$ cat src/rtl/adc_seq_pkg.sv
package adc_seq_pkg;

  // ----------------------------------------------------------------
  // Timing
  // ----------------------------------------------------------------
  localparam int CLK_PERIOD_NS        = 50;
  // Delay code 1 is the reference 50 us; other codes scale linearly
  localparam int START_DELAY_UNIT_NS  = 50000;
  localparam int START_DELAY_UNIT_CYC = (START_DELAY_UNIT_NS + CLK_PERIOD_NS - 1) / CLK_PERIOD_NS;
  // How long the ready line stays low between back-to-back results
  localparam int READY_LOW_NS         = 2000;
  localparam int READY_LOW_CYC        = READY_LOW_NS / CLK_PERIOD_NS;

  // ----------------------------------------------------------------
  // Serial frame
  // ----------------------------------------------------------------
  localparam logic [5:0] CMD_EDGE_PLAIN = 6'h10;
  localparam logic [5:0] CMD_EDGE_CHECK = 6'h20;
  localparam logic [5:0] OPCODE_EDGES   = 6'h08;
  localparam logic [5:0] EDGE_CNT_MAX   = 6'h3f;
  localparam logic [7:0] CMD_START      = 8'h08;
  localparam logic [7:0] CMD_STOP       = 8'h0a;

  // ----------------------------------------------------------------
  // Register indices
  // ----------------------------------------------------------------
  localparam logic [3:0] IDX_MODE_CONFIG_ZERO = 4'h0;
  localparam logic [3:0] IDX_CONV_CTRL        = 4'h1;
  localparam logic [3:0] IDX_PERIOD           = 4'h2;
  localparam logic [3:0] IDX_IRQ_STATUS       = 4'h3;
  localparam logic [3:0] IDX_IRQ_MASK         = 4'h4;
  localparam logic [3:0] IDX_RESULT           = 4'h5;
  localparam logic [3:0] IDX_SEQ_STATE        = 4'h6;

  // ----------------------------------------------------------------
  // Field positions and reset values
  // ----------------------------------------------------------------
  localparam int FILTER_LSB     = 0;
  localparam int CONV_MODE_BIT  = 4;
  localparam int DELAY_LSB      = 0;
  localparam int CHOP_BIT       = 4;
  localparam int ACX_BIT        = 5;
  localparam int CHECK_BIT      = 6;
  localparam int EV_READY_BIT   = 0;
  localparam int EV_RESTART_BIT = 1;
  localparam int EV_STOP_BIT    = 2;
  localparam int EV_W           = 3;

  localparam logic [2:0] FILTER_SINC1 = 3'h0;
  localparam logic [2:0] FILTER_SINC2 = 3'h1;
  localparam logic [2:0] FILTER_SINC3 = 3'h2;
  localparam logic [2:0] FILTER_SINC4 = 3'h3;
  localparam logic [2:0] FILTER_FIR   = 3'h4;
  localparam logic [2:0] FILTER_SINC5 = 3'h5;

  localparam logic [2:0] FILTER_RESET = FILTER_FIR;
  localparam logic [3:0] DELAY_RESET  = 4'h1;

  typedef enum logic [1:0] {
    SEQ_IDLE    = 2'b00,
    SEQ_DELAY   = 2'b01,
    SEQ_CONVERT = 2'b10
  } seq_state_t;

  // Number of data-rate periods before the filter output is settled
  function automatic logic [2:0] settle_periods(input logic [2:0] filter);
    case (filter)
      FILTER_SINC2: settle_periods = 3'h2;
      FILTER_SINC3: settle_periods = 3'h3;
      FILTER_SINC4: settle_periods = 3'h4;
      default:      settle_periods = 3'h1;
    endcase
  endfunction : settle_periods

endpackage : adc_seq_pkg

$ cat src/rtl/pin_sync.sv
module pin_sync #(
  parameter int WIDTH = 4
) (
  input  wire logic             clk_i,
  input  wire logic             rst_n_i,
  input  wire logic [WIDTH-1:0] async_i,
  output logic      [WIDTH-1:0] level_o,
  output logic      [WIDTH-1:0] rise_o,
  output logic      [WIDTH-1:0] fall_o
);

  logic [WIDTH-1:0] meta;
  logic [WIDTH-1:0] stable;
  logic [WIDTH-1:0] prev;

  // The first stage feeds only the second; edges come from later stages
  always_ff @(posedge clk_i or negedge rst_n_i) begin
    if (!rst_n_i) begin
      meta   <= '0;
      stable <= '0;
      prev   <= '0;
    end else begin
      meta   <= async_i;
      stable <= meta;
      prev   <= stable;
    end
  end

  assign level_o = stable;
  assign rise_o  = stable & ~prev;
  assign fall_o  = ~stable & prev;

endmodule : pin_sync

$ cat src/rtl/adc_conversion_sequencer.sv
// How it works
// - Conversions begin on a start pin rise or a serial start command.
// - Commands act on falling serial edge 16, or 32 with checksum on.
// - Continuous or single-shot comes from bit 4 of mode_config_zero.
// - Continuous mode converts back to back until a stop arrives.
// - result_ready_n goes high when a conversion is initiated.
// - result_ready_n goes low when the result is ready and readable.
// - Continuous stop lets the running conversion finish first.
// - A new start during a conversion restarts it from the beginning.
// - Single-shot: one conversion per start, then stop.
// - Single-shot: stop by pin or command does not abort.
// - FIR or sinc1 filter settles within one conversion period.
// - First latency is start delay plus settling plus overhead.
// - Later continuous results follow one data-rate period apart.
// - Chop or excitation: first latency doubles, then periods equal it.
// - Chop withholds first conversion; output is half opposite-phase difference.
// - Four-bit start-delay code; code 1 gives 50 microseconds.
module adc_conversion_sequencer #(
  parameter int          RESULT_W     = 24,
  parameter int          PERIOD_W     = 24,
  parameter int          OVERHEAD_CYC = 16,
  parameter logic [23:0] PERIOD_RESET = 24'hf4240
) (
  input  wire logic                core_clk_i,
  input  wire logic                rst_n_i,
  input  wire logic                start_pin_i,
  input  wire logic                sclk_i,
  input  wire logic                cs_n_i,
  input  wire logic                mosi_i,
  input  wire logic [RESULT_W-1:0] conv_data_i,
  input  wire logic [3:0]          reg_addr_i,
  input  wire logic [31:0]         reg_wdata_i,
  input  wire logic                reg_we_i,
  input  wire logic                reg_re_i,
  output logic      [31:0]         reg_rdata_o,
  output logic                     result_ready_n_o,
  output logic                     chop_phase_o,
  output logic                     conv_busy_o,
  output logic                     irq_o
);

  // ----------------------------------------------------------------
  // Pin synchronisers
  // ----------------------------------------------------------------
  logic [3:0] sync_lvl;
  logic [3:0] sync_rise;
  logic [3:0] sync_fall;

  pin_sync #(.WIDTH(4)) u_pin_sync (
    .clk_i   (core_clk_i),
    .rst_n_i (rst_n_i),
    .async_i ({mosi_i, cs_n_i, sclk_i, start_pin_i}),
    .level_o (sync_lvl),
    .rise_o  (sync_rise),
    .fall_o  (sync_fall)
  );

  wire start_rise = sync_rise[0];
  wire start_fall = sync_fall[0];
  wire sclk_fall  = sync_fall[1];
  wire cs_active  = ~sync_lvl[2];
  wire mosi_bit   = sync_lvl[3];

  // ----------------------------------------------------------------
  // Registers
  // ----------------------------------------------------------------
  logic [2:0]            filter_sel;
  logic                  conversion_mode_select;
  logic [3:0]            delay_code;
  logic                  chop_en;
  logic                  acx_en;
  logic                  check_en;
  logic [PERIOD_W-1:0]   period;
  logic [adc_seq_pkg::EV_W-1:0] irq_status;
  logic [adc_seq_pkg::EV_W-1:0] irq_mask;
  logic [RESULT_W-1:0]   result;

  // ----------------------------------------------------------------
  // Serial command framing
  // ----------------------------------------------------------------
  logic [5:0] edge_cnt;
  logic [7:0] opcode;

  wire [5:0] edge_next  = edge_cnt + 6'h01;
  wire [5:0] take_edge  = check_en ? adc_seq_pkg::CMD_EDGE_CHECK : adc_seq_pkg::CMD_EDGE_PLAIN;
  wire       cmd_take   = cs_active & sclk_fall & (edge_next == take_edge);
  wire       cmd_start  = cmd_take & (opcode == adc_seq_pkg::CMD_START);
  wire       cmd_stop   = cmd_take & (opcode == adc_seq_pkg::CMD_STOP);

  // Data is taken on the falling edge; a deselect drops a partial frame
  always_ff @(posedge core_clk_i or negedge rst_n_i) begin
    if (!rst_n_i) begin
      edge_cnt <= 6'h00;
      opcode   <= 8'h00;
    end else if (!cs_active) begin
      edge_cnt <= 6'h00;
      opcode   <= 8'h00;
    end else if (sclk_fall) begin
      edge_cnt <= (edge_cnt == adc_seq_pkg::EDGE_CNT_MAX) ? edge_cnt : edge_next;
      if (edge_cnt < adc_seq_pkg::OPCODE_EDGES) begin
        opcode <= {opcode[6:0], mosi_bit};
      end
    end
  end

  // ----------------------------------------------------------------
  // Start and stop events
  // ----------------------------------------------------------------
  wire start_ev = start_rise | cmd_start;
  wire stop_ev  = start_fall | cmd_stop;
  wire single   = conversion_mode_select;

  // ----------------------------------------------------------------
  // Conversion lengths in core clock cycles
  // ----------------------------------------------------------------
  wire        chop_mode    = chop_en | acx_en;
  wire [2:0]  settle       = adc_seq_pkg::settle_periods(filter_sel);
  wire [31:0] delay_cyc    = 32'(delay_code) * 32'(adc_seq_pkg::START_DELAY_UNIT_CYC);
  wire [31:0] base_len     = 32'(settle) * 32'(period) + 32'(OVERHEAD_CYC);
  wire [31:0] normal_total = delay_cyc + base_len;
  // The chop first conversion holds a withheld half, so its total is doubled
  wire [31:0] first_len    = chop_mode ? normal_total + base_len : base_len;
  wire [31:0] next_len     = chop_mode ? normal_total : 32'(period);

  // ----------------------------------------------------------------
  // Sequencer
  // ----------------------------------------------------------------
  adc_seq_pkg::seq_state_t state;
  adc_seq_pkg::seq_state_t next_state;
  logic [31:0] cnt;
  logic [31:0] next_cnt;
  logic        first;
  logic        next_first;
  logic        stop_pend;
  logic        next_stop_pend;

  wire conv_done  = (state == adc_seq_pkg::SEQ_CONVERT) && (cnt == 32'h1);
  wire chop_split = (state == adc_seq_pkg::SEQ_CONVERT) && chop_mode && first && (cnt == base_len);
  wire busy       = (state != adc_seq_pkg::SEQ_IDLE);

  always_comb begin
    next_state     = state;
    next_cnt       = cnt;
    next_first     = first;
    next_stop_pend = stop_pend;
    case (state)
      adc_seq_pkg::SEQ_IDLE: begin
        next_stop_pend = 1'b0;
      end
      adc_seq_pkg::SEQ_DELAY: begin
        if (cnt <= 32'h1) begin
          next_state = adc_seq_pkg::SEQ_CONVERT;
          next_cnt   = first_len;
        end else begin
          next_cnt = cnt - 32'h1;
        end
      end
      adc_seq_pkg::SEQ_CONVERT: begin
        if (conv_done) begin
          if (single || stop_pend) begin
            next_state = adc_seq_pkg::SEQ_IDLE;
          end else begin
            next_cnt   = next_len;
            next_first = 1'b0;
          end
        end else begin
          next_cnt = cnt - 32'h1;
        end
      end
      default: begin
        next_state = adc_seq_pkg::SEQ_IDLE;
      end
    endcase
    // Single-shot ignores stop so the running result always arrives
    if (stop_ev && busy && !single) begin
      next_stop_pend = 1'b1;
    end
    if (start_ev) begin
      next_first     = 1'b1;
      next_stop_pend = 1'b0;
      if (delay_cyc == 32'h0) begin
        next_state = adc_seq_pkg::SEQ_CONVERT;
        next_cnt   = first_len;
      end else begin
        next_state = adc_seq_pkg::SEQ_DELAY;
        next_cnt   = delay_cyc;
      end
    end
  end

  always_ff @(posedge core_clk_i or negedge rst_n_i) begin
    if (!rst_n_i) begin
      state     <= adc_seq_pkg::SEQ_IDLE;
      cnt       <= 32'h0;
      first     <= 1'b0;
      stop_pend <= 1'b0;
    end else begin
      state     <= next_state;
      cnt       <= next_cnt;
      first     <= next_first;
      stop_pend <= next_stop_pend;
    end
  end

  // ----------------------------------------------------------------
  // Ready indicator
  // ----------------------------------------------------------------
  // Between back-to-back results the line returns high after a short hold
  logic [15:0] ready_hold;

  always_ff @(posedge core_clk_i or negedge rst_n_i) begin
    if (!rst_n_i) begin
      result_ready_n_o <= 1'b1;
      ready_hold       <= 16'h0;
    end else if (start_ev) begin
      result_ready_n_o <= 1'b1;
      ready_hold       <= 16'h0;
    end else if (conv_done) begin
      result_ready_n_o <= 1'b0;
      ready_hold       <= 16'(adc_seq_pkg::READY_LOW_CYC);
    end else if (ready_hold != 16'h0) begin
      ready_hold <= ready_hold - 16'h1;
      if ((ready_hold == 16'h1) && (state == adc_seq_pkg::SEQ_CONVERT)) begin
        result_ready_n_o <= 1'b1;
      end
    end
  end

  // ----------------------------------------------------------------
  // Result capture and chop arithmetic
  // ----------------------------------------------------------------
  logic [RESULT_W-1:0] prev_raw;
  logic                phase;

  wire signed [RESULT_W:0] diff    = phase ? ($signed({prev_raw[RESULT_W-1], prev_raw})
                                              - $signed({conv_data_i[RESULT_W-1], conv_data_i}))
                                           : ($signed({conv_data_i[RESULT_W-1], conv_data_i})
                                              - $signed({prev_raw[RESULT_W-1], prev_raw}));
  wire        [RESULT_W:0] half    = diff >>> 1;
  wire [RESULT_W-1:0]      out_val = chop_mode ? half[RESULT_W-1:0] : conv_data_i;

  // Phase restarts at each start so the withheld half is always positive
  always_ff @(posedge core_clk_i or negedge rst_n_i) begin
    if (!rst_n_i) begin
      prev_raw <= '0;
      phase    <= 1'b0;
      result   <= '0;
    end else if (start_ev) begin
      phase <= 1'b0;
    end else if (chop_split) begin
      prev_raw <= conv_data_i;
      phase    <= ~phase;
    end else if (conv_done) begin
      result   <= out_val;
      prev_raw <= conv_data_i;
      phase    <= ~phase;
    end
  end

  // ----------------------------------------------------------------
  // Register port
  // ----------------------------------------------------------------
  wire wr_mode   = reg_we_i && (reg_addr_i == adc_seq_pkg::IDX_MODE_CONFIG_ZERO);
  wire wr_ctrl   = reg_we_i && (reg_addr_i == adc_seq_pkg::IDX_CONV_CTRL);
  wire wr_period = reg_we_i && (reg_addr_i == adc_seq_pkg::IDX_PERIOD);
  wire wr_status = reg_we_i && (reg_addr_i == adc_seq_pkg::IDX_IRQ_STATUS);
  wire wr_mask   = reg_we_i && (reg_addr_i == adc_seq_pkg::IDX_IRQ_MASK);

  wire [adc_seq_pkg::EV_W-1:0] events = {stop_ev & busy & ~single, start_ev & busy, conv_done};
  wire [adc_seq_pkg::EV_W-1:0] w1c    = wr_status ? reg_wdata_i[adc_seq_pkg::EV_W-1:0] : '0;

  always_ff @(posedge core_clk_i or negedge rst_n_i) begin
    if (!rst_n_i) begin
      filter_sel             <= adc_seq_pkg::FILTER_RESET;
      conversion_mode_select <= 1'b0;
      delay_code             <= adc_seq_pkg::DELAY_RESET;
      chop_en                <= 1'b0;
      acx_en                 <= 1'b0;
      check_en               <= 1'b0;
      period                 <= PERIOD_W'(PERIOD_RESET);
      irq_mask               <= '0;
    end else begin
      if (wr_mode) begin
        filter_sel             <= reg_wdata_i[adc_seq_pkg::FILTER_LSB +: 3];
        conversion_mode_select <= reg_wdata_i[adc_seq_pkg::CONV_MODE_BIT];
      end
      if (wr_ctrl) begin
        delay_code <= reg_wdata_i[adc_seq_pkg::DELAY_LSB +: 4];
        chop_en    <= reg_wdata_i[adc_seq_pkg::CHOP_BIT];
        acx_en     <= reg_wdata_i[adc_seq_pkg::ACX_BIT];
        check_en   <= reg_wdata_i[adc_seq_pkg::CHECK_BIT];
      end
      if (wr_period) begin
        period <= reg_wdata_i[PERIOD_W-1:0];
      end
      if (wr_mask) begin
        irq_mask <= reg_wdata_i[adc_seq_pkg::EV_W-1:0];
      end
    end
  end

  // A new event in the clearing cycle survives the clear
  always_ff @(posedge core_clk_i or negedge rst_n_i) begin
    if (!rst_n_i) begin
      irq_status <= '0;
    end else begin
      irq_status <= (irq_status & ~w1c) | events;
    end
  end

  wire [31:0] rd_mode  = {27'h0, conversion_mode_select, 1'b0, filter_sel};
  wire [31:0] rd_ctrl  = {25'h0, check_en, acx_en, chop_en, delay_code};
  wire [31:0] rd_state = {26'h0, stop_pend, first, phase, result_ready_n_o, state};

  logic [31:0] rd_mux;

  always_comb begin
    case (reg_addr_i)
      adc_seq_pkg::IDX_MODE_CONFIG_ZERO: rd_mux = rd_mode;
      adc_seq_pkg::IDX_CONV_CTRL:        rd_mux = rd_ctrl;
      adc_seq_pkg::IDX_PERIOD:           rd_mux = 32'(period);
      adc_seq_pkg::IDX_IRQ_STATUS:       rd_mux = 32'(irq_status);
      adc_seq_pkg::IDX_IRQ_MASK:         rd_mux = 32'(irq_mask);
      adc_seq_pkg::IDX_RESULT:           rd_mux = 32'(result);
      adc_seq_pkg::IDX_SEQ_STATE:        rd_mux = rd_state;
      default:                           rd_mux = 32'h0;
    endcase
  end

  always_ff @(posedge core_clk_i or negedge rst_n_i) begin
    if (!rst_n_i) begin
      reg_rdata_o <= 32'h0;
    end else begin
      reg_rdata_o <= reg_re_i ? rd_mux : 32'h0;
    end
  end

  // ----------------------------------------------------------------
  // Status outputs
  // ----------------------------------------------------------------
  always_ff @(posedge core_clk_i or negedge rst_n_i) begin
    if (!rst_n_i) begin
      conv_busy_o  <= 1'b0;
      chop_phase_o <= 1'b0;
      irq_o        <= 1'b0;
    end else begin
      conv_busy_o  <= busy;
      chop_phase_o <= phase & chop_mode;
      irq_o        <= |(((irq_status & ~w1c) | events) & irq_mask);
    end
  end

endmodule : adc_conversion_sequencer

$ cat config.mk
export PLATFORM = sky130hd
export DESIGN_NAME = adc_conversion_sequencer
export DESIGN_NICKNAME = d
export VERILOG_FILES = /design/src/rtl/adc_seq_pkg.sv /design/src/rtl/pin_sync.sv /design/src/rtl/adc_conversion_sequencer.sv
export SDC_FILE = /design/constraint.sdc
export NUM_CORES = 1
export LEC_CHECK = 0
export BUFFER_PORTS_ARGS = -buffer_cell sky130_fd_sc_hd__buf_2
export CAP_MARGIN = 20
export CORE_UTILIZATION = 40
export CTS_CLUSTER_DIAMETER = 30
export CTS_CLUSTER_SIZE = 8
export DETAILED_ROUTE_END_ITERATION = 12
export GPL_ROUTABILITY_DRIVEN = 0
export PLACE_DENSITY_LB_ADDON = 0.12
export SETUP_SLACK_MARGIN = 0.15
export SYNTH_ARGS = -nofsm -noshare
export SYNTH_HDL_FRONTEND = slang
export SYNTH_HIERARCHICAL = 1
export SYNTH_SLANG_ARGS = --single-unit
$ cat constraint.sdc
create_clock -name core_clk_i -period 21.2 [get_ports core_clk_i]
set_input_delay 4.24 -clock core_clk_i [delete_from_list [all_inputs] [get_ports core_clk_i]]
set_output_delay 4.24 -clock core_clk_i [all_outputs]
set_load 0.005 [all_outputs]
==> flow_metrics.py <==
metrics = {
    "sta": {
        "clock-skew-final_ns": 0.0142,
        "report.final.setup_viol": 0,
        "rsz0062_at_grt": "false",
        "slew_viol_final": 0,
        "max_slew.worst_pin.slew_ns": 1.04,
        "period_share_pct": 40.3,
        "hold_violations": 0,
        "fin_setup_tns_ns": 0,
        "timing.slew.headroom_pct": 30.7,
        "clock_period_minus_worst_slack_ns": 8.54,
        "fmax_mhz": 117,
    },
    "worst_hold_path": {
        "timing.hold.worst.class": "flop to flop",
    },
    "critical_path": {
        "startpoint_type": "flop",
        "critical_path.reg2reg.endpoint": "cnt[25]",
        "crit_path_max_cell_delay_ns": 0.78,
        "timing.critical_path.to": "cnt[25]",
        "path_common_cell": "sky130_fd_sc_hd__ha_1",
        "cp-startpoint": "filter_sel[2]",
        "worstPathArrival_ns": 8.93,
        "critical_path.max_fanout": 25,
        "crit_path_top_delay_cell": "sky130_fd_sc_hd__nand2b_1",
        "rrSetupSlack_ns": 12.66,
        "cp.buffers_inverters": 1,
        "critPathTopFamily": "compound AO/OA/AOI/OAI gates",
        "timing.critical_path.to_type": "flop",
        "worstSetupPathDepth": 32,
        "r2r_start": "filter_sel[2]",
        "reg2reg_depth": 32,
        "worst-setup-path-type": "flop to flop",
        "critical_path_required_ns": 21.59,
    },
    "global_route": {
        "grt_use_total_pct": 23.2,
        "first_global_vias": 14785,
        "antenna_found_initial": 0,
        "grt_first_pass_wirelength_um": 81200,
        "grt_overflow_total": 0,
        "grt_max_degree": 93,
    },
    "pwr": {
        "internal-power_mw": 1.57,
        "clock_power_share_pct": 10.7,
        "p_sw_mw": 1.70,
        "max-vdd-ir-drop_v": 0.000178,
        "power.combinational.fraction_pct": 73.5,
        "finalPower_mw": 3.27,
        "power_frac_seq_pct": 15.8,
        "leakage_power_total_nw": 8.90,
        "cellPowerDensity_nw_per_um2": 170,
        "sw_frac_of_total_pct": 52.0,
    },
    "detailed_routing": {
        "drt-vias-per-instance": 5.59,
        "drt-pass1-iter-count": 7,
        "route.final.wire_length_um": 50500,
        "dr_total_vias": 15213,
        "wl_per_cell_um": 18.5,
        "drt-initial-drc-count": 1049,
        "detail-route-antenna-nets": 0,
        "remaining_drc_errors": 0,
    },
    "clock_network": {
        "clk_pin_slew_worst_paths_ns": 0.09,
        "holdBufCountCts": 0,
        "post_cts_setup_buffers": 0,
        "cts.path.max_buffers": 2,
        "postCtsResizedCells": 0,
        "tritoncts.num_buffers": 17,
        "cts_num_sinks": 194,
        "cts_root_buf": "sky130_fd_sc_hd__clkbuf_16",
        "worstSkewPairLatency_ns": 0.50,
        "tritoncts": "built",
        "clock_tree.htree_level_count": 4,
    },
    "placed_design": {
        "detailedPlacementHpwl_um": 37800,
        "io_buffers": 87,
        "placed_cell_area_um2": 18600,
    },
    "floorplanning": {
        "core-area_um2": 43400,
        "num_io_pins": 104,
        "floorplan.die.width_um": 212,
        "dieArea_um2": 45000,
        "initial_cell_density_of_the_core_pct": 40.8,
        "die_y_um": 212,
        "rows": 76,
    },
    "synth": {
        "synth-warning-count": 6,
        "synth.avg_cell_area_um2": 8.46,
        "gate_count_post_synth": 2089,
        "synth_area_um2": 17700,
    },
    "job": {
        "maxCapViolations": 0,
    },
    "cells_and_area": {
        "antenna-diode-count": 0,
        "flow.area_growth_from_synthesis_pct": 9.01,
        "finish.utilization_pct": 44.4,
        "drive_above_1_share_pct": 13.0,
        "fin_nets": 2377,
        "final_cell_area_um2": 19300,
    },
    "run_status": {
        "status": "finished clean",
    },
}
per-stage QoR:
stage               cells  setup slack (ns)  hold WS (ns)
finish               2723             12.66         0.350
global route         2723             12.02         0.366
CTS                  2722             12.74         0.354
detailed placement   2690             12.77         0.337
global placement     2690             12.80         0.334
floorplan            2096             13.99         0.331
cell usage in the layout (no fill, tap or decap), types with 19 or more instances in the layout:
cell                      count
sky130_fd_sc_hd__a21o_1      26
sky130_fd_sc_hd__a21oi_1    154
sky130_fd_sc_hd__a22oi_1     22
sky130_fd_sc_hd__and2_1      39
sky130_fd_sc_hd__and3_1      28
sky130_fd_sc_hd__buf_2       86
sky130_fd_sc_hd__buf_4       19
sky130_fd_sc_hd__dfrtp_1    184
sky130_fd_sc_hd__fa_1        33
sky130_fd_sc_hd__ha_1       151
sky130_fd_sc_hd__inv_1      127
sky130_fd_sc_hd__mux2_2      69
sky130_fd_sc_hd__mux2i_1     23
sky130_fd_sc_hd__nand2_1    204
sky130_fd_sc_hd__nand3_1     45
sky130_fd_sc_hd__nor2_1     201
sky130_fd_sc_hd__nor3_1      41
sky130_fd_sc_hd__o21a_1      22
sky130_fd_sc_hd__o21ai_0    128
sky130_fd_sc_hd__o22ai_1     21
sky130_fd_sc_hd__xnor2_1     87
sky130_fd_sc_hd__xor2_1      66
per-layer routing:
layer / global-route usage, % / part of all wire (%) / vias to the layer above
met5: 0 / 0 / -
met4: 7.25 / 1.8 / 0
met3: 4.15 / 5.2 / 52
met2: 36.5 / 45 / 353
met1: 32.2 / 48 / 7362
li1: - / - / 7446
final cells by class:
| class | count | area [um2] |
|---|---|---|
| inverter | 132 | 495 |
| fill | 4374 | 24100 |
| clock buffer | 19 | 443 |
| tap | 585 | 732 |
| timing repair buffer | 107 | 614 |
| clock inverter | 13 | 166 |
| multi-input combinational | 1673 | 11900 |
| sequential | 194 | 4870 |
power groups by stage:
stage / Sequential, mW / Clock, mW / Combinational (mW)
final: 0.518 / 0.349 / 2.40
after detailed placement: 0.523 / 0 / 2.36
after global placement: 0.523 / 0 / 2.32
after global routing: 0.528 / 0.372 / 2.67
after floorplan: 0.484 / 0 / 1.87
after CTS: 0.516 / 0.361 / 2.37
flip-flops by register name, indices dropped and copies added (netlist names), 4 cells and up:
signal / cells
cnt: 32
delay_code: 4
edge_cnt: 6
opcode: 8
period: 24
prev_raw: 24
ready_hold: 16
reg_rdata_o: 24
result: 24
u_pin_sync/level_o: 4
u_pin_sync/meta: 4
worst reg2reg max path, delay by kind of cell (launching register included):
family                     cells  cell delay (ns)
DFF                            1             0.57
AOI/OAI and AO/OA             12             2.65
buffers and inverters          1             0.06
and+or+nand+nor               10             2.12
muxes                          1             0.32
adders and majority gates      6             2.02
xor gates and xnor gates       2             0.68
worst min-delay path by stage:
stage	startpoint	endpoint	slack (ns)	cells past startpoint
finish	u_pin_sync/meta[1]	u_pin_sync/level_o[1]	0.35	0
global route	u_pin_sync/meta[2]	u_pin_sync/level_o[2]	0.37	0
CTS	u_pin_sync/meta[1]	u_pin_sync/level_o[1]	0.35	0
detailed placement	u_pin_sync/meta[1]	u_pin_sync/level_o[1]	0.34	0
global placement	u_pin_sync/meta[1]	u_pin_sync/level_o[1]	0.33	0
floorplan	u_pin_sync/meta[0]	u_pin_sync/level_o[0]	0.33	0
Power figures use the tool's default switching activity.
